<file path="config.mk">
export PLATFORM = sky130hd
export DESIGN_NAME = pbl_limit_cfg
export DESIGN_NICKNAME = d
export VERILOG_FILES = /design/src/core/pbl_pkg.sv /design/src/core/pbl_limit_cfg.sv
export SDC_FILE = /design/constraint.sdc
export NUM_CORES = 2
export LEC_CHECK = 0
export BUFFER_PORTS_ARGS = -buffer_cell sky130_fd_sc_hd__buf_4
export CAP_MARGIN = 20
export CORE_MARGIN = 2
export CORE_UTILIZATION = 50
export CTS_CLUSTER_SIZE = 28
export DETAILED_ROUTE_END_ITERATION = 6
export HOLD_SLACK_MARGIN = 0.03
export PLACE_DENSITY_LB_ADDON = 0.2
export SLEW_MARGIN = 10
export SYNTH_ARGS = -nofsm -noshare
export SYNTH_HDL_FRONTEND = slang
export SYNTH_SLANG_ARGS = --single-unit
</file>
<file path="constraint.sdc">
create_clock -name pclk -period 10.1 [get_ports pclk]
set_input_delay 0.505 -clock pclk [delete_from_list [all_inputs] [get_ports pclk]]
set_output_delay 0.505 -clock pclk [all_outputs]
set_load 0.02 [all_outputs]
</file>
<file path="src/core/pbl_pkg.sv">
// constants, types and register map of the port bandwidth limit block
// What this block does
// - limit in kbit/s is the eight threshold bits followed by six zero bits
// - receive limiting on ports 0..5 follows enable bits 0,2,4,6,7,8
// - transmit limiting on ports 0..5 follows enable bits 1,3,5,9,10,11
// - first basic register holds rx ports 3..0, bit 3 over bits 2..0
// - second basic register: tx ports 1,0 high byte, rx ports 5,4 low byte
// - enable bit 15 set inverts the port 4 coding sublayer clock
// - enable bit 14 clear checks carrier sense length, set disables it
// - enable bit 12 set selects the newer rate control scheme
// - all bits read and write, bit 13 too, every register resets to zero
// - threshold bits 7..4 sit in extended registers as nibbles
package pbl_pkg;
	localparam int NUM_PORTS = 6;
	localparam int NUM_CH = 12;
	localparam int NUM_REGS = 7;
	localparam int REG_W = 16;
	localparam int THR_W = 8;
	localparam int KBPS_W = 14;
	localparam int LEN_W = 11;
	localparam int CREDIT_W = 24;
	localparam int ADDR_W = 12;

	// register indices; byte address is four times the index
	localparam logic [7:0] IDX_RX_THR_LOW = 8'h31;
	localparam logic [7:0] IDX_MIXED_THR_LOW = 8'h32;
	localparam logic [7:0] IDX_LIMIT_ENABLE = 8'h33;
	localparam logic [7:0] IDX_TX_THR_LOW_HI_PORTS = 8'h34;
	localparam logic [7:0] IDX_RX_THR_UPPER = 8'h35;
	localparam logic [7:0] IDX_MIXED_THR_UPPER = 8'h36;
	localparam logic [7:0] IDX_TX_THR_UPPER = 8'h37;
	localparam logic [15:0] REG_RESET = 16'h0000;

	// storage slots, in register index order
	localparam int SLOT_RX_LOW = 0;
	localparam int SLOT_MIXED_LOW = 1;
	localparam int SLOT_ENABLE = 2;
	localparam int SLOT_TX_LOW = 3;
	localparam int SLOT_RX_UP = 4;
	localparam int SLOT_MIXED_UP = 5;
	localparam int SLOT_TX_UP = 6;

	// enable register fields
	localparam int BIT_PCS_CLOCK_INVERT = 15;
	localparam int BIT_CARRIER_CHECK_DISABLE = 14;
	localparam int BIT_NEW_RATE_SCHEME = 12;
	// channels 0..5 receive ports 0..5, channels 6..11 transmit ports 0..5
	localparam int CH_EN_BIT [NUM_CH] = '{0, 2, 4, 6, 7, 8, 1, 3, 5, 9, 10, 11};
	localparam logic [5:0] KBPS_PAD = 6'h00;

	// credit refill period
	localparam int CLK_NS = 8;
	localparam int REFILL_NS = 1000000;
	localparam int REFILL_CYC = REFILL_NS / CLK_NS;
	localparam logic [CREDIT_W-1:0] BURST_BITS = 24'h0186A0;

	typedef struct packed {
		logic valid;
		logic [LEN_W-1:0] len;
	} pbl_frame_req_s;

	typedef struct packed {
		logic valid;
		logic pass;
	} pbl_frame_res_s;
endpackage : pbl_pkg

</file>
<file path="src/core/pbl_limit_cfg.sv">
// APB register bank and per-channel rate policer for port bandwidth limiting
//
// The APB slave port was left to the implementer.
`timescale 1ns/1ps
module pbl_limit_cfg #(
	parameter int TICK_CYC = pbl_pkg::REFILL_CYC,
	parameter logic [pbl_pkg::CREDIT_W-1:0] BURST = pbl_pkg::BURST_BITS
) (
	input wire logic pclk,
	input wire logic presetn,
	input wire logic psel,
	input wire logic penable,
	input wire logic pwrite,
	input wire logic [pbl_pkg::ADDR_W-1:0] paddr,
	input wire logic [31:0] pwdata,
	input wire logic [3:0] pstrb,
	output logic [31:0] prdata,
	output logic pready,
	output logic pslverr,
	input wire pbl_pkg::pbl_frame_req_s frame_req [pbl_pkg::NUM_CH],
	output pbl_pkg::pbl_frame_res_s frame_res [pbl_pkg::NUM_CH],
	output logic [pbl_pkg::NUM_CH-1:0] limit_on,
	output logic [pbl_pkg::KBPS_W-1:0] limit_kbps [pbl_pkg::NUM_CH],
	output logic port4_pcs_clock_invert,
	output logic carrier_length_check_en,
	output logic new_rate_scheme_enable
);
	import pbl_pkg::*;

	logic [REG_W-1:0] regs [NUM_REGS];
	logic [7:0] idx;
	logic hit;
	logic [2:0] slot;
	logic [REG_W-1:0] rd_val;
	logic [3*REG_W-1:0] low_nib;
	logic [3*REG_W-1:0] up_nib;
	logic access_done;
	logic [16:0] tick_cnt;
	logic tick;

	// address decode: word aligned, index in the mapped window
	always_comb begin
		idx = paddr[9:2];
		hit = (paddr[1:0] == 2'h0) && (paddr[ADDR_W-1:10] == '0)
			&& (idx >= IDX_RX_THR_LOW) && (idx <= IDX_TX_THR_UPPER);
		slot = 3'(idx - IDX_RX_THR_LOW);
		rd_val = hit ? regs[slot] : REG_RESET;
	end

	assign access_done = psel && penable && pready;

	// one wait state in the access phase, then the answer
	always_ff @(posedge pclk or negedge presetn) begin
		if (!presetn) begin
			pready <= 1'b0;
		end else begin
			pready <= psel && penable && !pready;
		end
	end

	always_ff @(posedge pclk or negedge presetn) begin
		if (!presetn) begin
			prdata <= 32'h00000000;
			pslverr <= 1'b0;
		end else if (psel && penable && !pready) begin
			prdata <= {16'h0000, pwrite ? 16'h0000 : rd_val};
			pslverr <= !hit;
		end else begin
			prdata <= 32'h00000000;
			pslverr <= 1'b0;
		end
	end

	// plain storage, every bit writable including the reserved one
	always_ff @(posedge pclk or negedge presetn) begin
		if (!presetn) begin
			for (int i = 0; i < NUM_REGS; i++) begin
				regs[i] <= REG_RESET;
			end
		end else if (access_done && pwrite && hit) begin
			if (pstrb[0]) begin
				regs[slot][7:0] <= pwdata[7:0];
			end
			if (pstrb[1]) begin
				regs[slot][15:8] <= pwdata[15:8];
			end
		end
	end

	// nibble n of the low and upper vectors belongs to channel n
	always_comb begin
		low_nib = {regs[SLOT_TX_LOW], regs[SLOT_MIXED_LOW], regs[SLOT_RX_LOW]};
		up_nib = {regs[SLOT_TX_UP], regs[SLOT_MIXED_UP], regs[SLOT_RX_UP]};
	end

	// control bits, registered so every output leaves a flip-flop
	always_ff @(posedge pclk or negedge presetn) begin
		if (!presetn) begin
			port4_pcs_clock_invert <= 1'b0;
			carrier_length_check_en <= 1'b1;
			new_rate_scheme_enable <= 1'b0;
		end else begin
			port4_pcs_clock_invert <= regs[SLOT_ENABLE][BIT_PCS_CLOCK_INVERT];
			// inverted sense: a zero keeps the check running
			carrier_length_check_en <= !regs[SLOT_ENABLE][BIT_CARRIER_CHECK_DISABLE];
			new_rate_scheme_enable <= regs[SLOT_ENABLE][BIT_NEW_RATE_SCHEME];
		end
	end

	// refill tick once per refill period
	always_ff @(posedge pclk or negedge presetn) begin
		if (!presetn) begin
			tick_cnt <= 17'h00000;
			tick <= 1'b0;
		end else if (tick_cnt >= 17'(TICK_CYC - 1)) begin
			tick_cnt <= 17'h00000;
			tick <= 1'b1;
		end else begin
			tick_cnt <= tick_cnt + 17'h00001;
			tick <= 1'b0;
		end
	end

	// one token bucket per port and direction, counted in bits
	genvar ch;
	generate
		for (ch = 0; ch < NUM_CH; ch++) begin : g_ch
			logic [THR_W-1:0] thr;
			logic [KBPS_W-1:0] kbps;
			logic en;
			logic [CREDIT_W-1:0] credit;
			logic [CREDIT_W-1:0] next_credit;
			logic [CREDIT_W-1:0] refill;
			logic [CREDIT_W-1:0] need;
			logic ok;

			always_comb begin
				thr = {up_nib[4*ch +: 4], low_nib[4*ch +: 4]};
				kbps = {thr, KBPS_PAD};
				en = regs[SLOT_ENABLE][CH_EN_BIT[ch]];
			end

			always_ff @(posedge pclk or negedge presetn) begin
				if (!presetn) begin
					limit_kbps[ch] <= '0;
					limit_on[ch] <= 1'b0;
				end else begin
					limit_kbps[ch] <= kbps;
					limit_on[ch] <= en;
				end
			end

			// one kbit/s over one millisecond is exactly one bit of credit
			always_comb begin
				refill = credit;
				if (tick) begin
					refill = credit + CREDIT_W'(limit_kbps[ch]);
					if (refill > BURST || refill < credit) begin
						refill = BURST;
					end
				end
				need = CREDIT_W'({frame_req[ch].len, 3'h0});
				ok = !limit_on[ch] || (refill >= need);
				next_credit = refill;
				if (!limit_on[ch]) begin
					// a freshly enabled limiter starts with a full bucket
					next_credit = BURST;
				end else if (frame_req[ch].valid && ok) begin
					next_credit = refill - need;
				end
			end

			always_ff @(posedge pclk or negedge presetn) begin
				if (!presetn) begin
					credit <= '0;
					frame_res[ch] <= '0;
				end else begin
					credit <= next_credit;
					frame_res[ch].valid <= frame_req[ch].valid;
					frame_res[ch].pass <= frame_req[ch].valid && ok;
				end
			end
		end
	endgenerate
endmodule : pbl_limit_cfg

</file>
==> run metrics <==
synth unique cells ~110; largest family of logic cells by synthesized area compound AO/OA/AOI/OAI gates; status completed; Crit path max-delay family compound AO/OA/AOI/OAI gates; Post-Synth Simple-Gate Area roughly 20%; Post-Synth XOR/XNOR Area under 10%; total detailed-routing wirelength around 140000 um; Setup Crit Path Kind register to register; placed cell area 50230 sq um; total CTS buffers between 70 and 80; slowest cell delay on critical path between 800 and 900 ps; Worst Setup SP g_ch[10].credit[9]; Post-synth EDFFs 0; port bufs ~330; clk root buf clkbuf_16; WL/cell between 15 and 20 um; TritonCTS clock tree built; Initial Util slightly above 50%; Hold Crit Depth 1; Worst Path Required 10640 ps; Core Footprint about 93000 sq um; number of global-route vias before repair 41000; Clock Sinks approximately 570; Peak VDD IR roughly 0.12 mV; Filler cells ~8600; adder-cell share of the synthesized area a little under an eighth; Setup violations, final 0; worst slew pin tran approximately 1000 ps; Synth Area per Inst ~8.4 sq um; post-synthesis mux area share 4.676%; Synth Warn # 0; CP max FO 14; Pins Over Slew Limit 0; Post-Syn Area about 47000 sq um; worst hold path type primary input to register; # IOs 438; Die Wd roughly 310 um; Worst R2R Path Depth 29; initial antenna violation count 12; post-synthesis async set-or-reset flop share 100.0%; Worst Min Path Start frame_req[23]; Max-Cap Viols 0; PwrDens slightly above 100 nW/um^2; GR Overflow Total 0; drt drc 0; Row Count ~110; post_cts resized 0; Post-DRT Antenna Nets 0; clock skew 40.22 ps; Synth Register Bits 571; CTS max path bufs 3; nets about 6500; die height about 310 um; Hold Vio Cnt, Final 0; gr usage total between 20% and 30%; Final min period 8524 ps; Critical Path Source Type register; gpl congestion between 0.9 and 1; non-filler cells, final 7168; post-synthesis compound-gate area fraction between 20% and 30%; via count around 42000; post-synthesis sequential area ratio between 30% and 40%; first-pass GRT wire length roughly 220000 um; M2 GR Usage a little under half; vias per cell approximately 5.9; Final Cell Area around 53000 sq um; Reg clk slew, reported paths 60 ps; clk_lat worst skew around 660 ps; CP arrival between 9000 and 10000 ps; fin crit share roughly 84%; number of DRC markers in iteration 0 about 3300; post-layout util between 50% and 60%; Main synth FF type dfrtp_1; Buffers & Inverters on Critical Path 1; Post-Synthesis Cells ~5600; RSZ-0062 raised after global routing false; Pwr Total 5444 uW; Post-Route Setup TNS 0 ps; RR Startpoint g_ch[10].credit[9]; detailed placement HPWL approximately 110000 um; Layout area overhead 12.74%; htree depth 3; routing usage on met3 ~5.2%; relative slew slack a little under a third; Leak between 0.02 and 0.03 uW; busiest layer in global routing met2; share of cells above drive strength 1 roughly an eighth; WP depth 29; TritonRoute pass-1 iters 7; endpoint class of the critical path register; Setup Fix Bufs, Post-CTS 0; highest-delay cell along the critical path o41ai_4; Die ar. 96220 sq um; post-placement cell count around 7000; GR Layer Usage met1 approximately 39%; largest net degree at the start of global routing around 160; fmax 0.1173 GHz
## flip-flops by register name, indices dropped and copies added, names as in the netlist
register                 flops
limit_kbps                  96
prdata                      16
regs                         4
tick                         1
g_ch.en                     12
g_ch.kbps                   96
new_rate_scheme_enable       1
frame_res                   24
tick_cnt                    17
pready                       1
pslverr                      1
port4_pcs_clock_invert       1
limit_on                    12
carrier_length_check_en      1
g_ch.credit                288
## metal layers
layer  routed length, um  share of wire [%]
met5                 128              0.093
met4                4300                3.1
met3                8477                6.1
met2               62920                 46
met1               62210                 45
## final cells by class
| type | instances | area [sq um] | area share [%] |
|---|---|---|---|
| Multi-Input combinational cell | 4350 | 29780 | 56.35 |
| Clock inverter | 34 | 400.4 | 0.7576 |
| Clock buffer | 99 | 2043 | 3.866 |
| Timing Repair Buffer | 385 | 2982 | 5.642 |
| Antenna cell | 3 | 7.507 | 0.01420 |
| Tap cell | 1254 | 1569 | 2.969 |
| Sequential cell | 571 | 14290 | 27.05 |
| Inverter | 472 | 1774 | 3.357 |
## Yosys cell counts, drive strengths merged, types with 19 or more instances
cell / count / area share, %
xnor2: 169 / 3.2
a21o: 106 / 1.7
inv: 470 / 3.8
o21a: 55 / 0.88
a211o: 22 / 0.41
or2: 27 / 0.36
clkbuf: 145 / 1.2
a211oi: 92 / 1.5
dfrtp: 570 / 30
o22ai: 72 / 0.97
o211ai: 74 / 1.2
nor3: 160 / 1.7
and3: 93 / 1.2
nand2: 437 / 3.5
mux2: 132 / 3.2
o21ai: 315 / 3.4
nor4: 50 / 0.67
nor3b: 23 / 0.37
ha: 396 / 11
xor2: 124 / 2.3
a2111oi: 21 / 0.41
mux2i: 66 / 1.4
o31ai: 52 / 0.84
fa: 24 / 1.0
buf: 130 / 1.9
nand2b: 83 / 1.1
and2: 64 / 0.85
nand3: 158 / 1.7
and4: 25 / 0.47
o311ai: 26 / 0.52
or3: 64 / 0.85
a21boi: 25 / 0.40
nand4: 75 / 1.0
nor2: 468 / 3.7
o21bai: 20 / 0.32
a31oi: 67 / 0.93
a21oi: 313 / 3.3
nor2b: 83 / 1.1
or4: 19 / 0.31
o2111ai: 26 / 0.49
## report_power, final
group          switching, uW  total, uW  internal (uW)
sequential              2.28       2300           2290
clock                   1130       2670           1540
combinational            297        477            180
## per-stage QoR
stage,worst slack [ps],hold WS (ps)
finish,1576,80.07
detailed placement,1572,382.9
global placement,1760,376.0
floorplan,2861,209.4
CTS,1514,31.11
global route,851.2,49.00
## path summary, 6_finish.rpt
kind	endpoint	slack [ps]
setup / recovery	g_ch[10].credit[3]	1580
hold / removal	frame_res[3]	80
setup reg to reg	g_ch[10].credit[3]	1580
hold reg to reg	limit_kbps[82]	400
max in group asynchronous	g_ch[4].credit[20]	7390
min in group asynchronous	frame_res[1]	400
## placed cells by master, fill, tap and decap left out, types with 23 or more instances in the layout
master     instances
a211oi_1          89
a21boi_0          24
a21o_1           105
a21oi_1          311
a31oi_1           66
and2_1            63
and3_1            93
and4_1            25
buf_4            365
clkbuf_16         72
conb_1            88
dfrtp_1          569
fa_1              24
ha_1             395
inv_1            464
mux2_2           132
mux2i_1           66
nand2_1          437
nand2b_1          83
nand3_1          157
nand4_1           75
nor2_1           468
nor2b_1           83
nor3_1           160
nor3b_1           23
nor4_1            50
o2111ai_1         26
o211ai_1          73
o21a_1            55
o21ai_0          297
o22ai_1           71
o311ai_0          23
o31ai_1           49
or2_2             26
or3_1             64
xnor2_1          168
xor2_1           123
## kinds of logic (layout without fill, tap and decap cells)
kind of cell / Yosys count / in the layout
other: 1 / 91
AND/OR/NAND/NOR: 1890 / 1890
flip-flops: 571 / 571
multiplexers: 200 / 200
buffers and inverters: 747 / 990
adder cells (fa/ha/maj): 420 / 420
XOR/XNOR: 293 / 293
AO/OA/AOI/OAI: 1459 / 1459
## timing repair
| item | in CTS | in global routing |
|---|---|---|
| setup endpoints to repair | 0 | 0 |
| hold buffers | 12 | 0 |
| endpoints found under the hold margin | 90 | 0 |
Note: power is estimated with default switching activity, not from simulation.
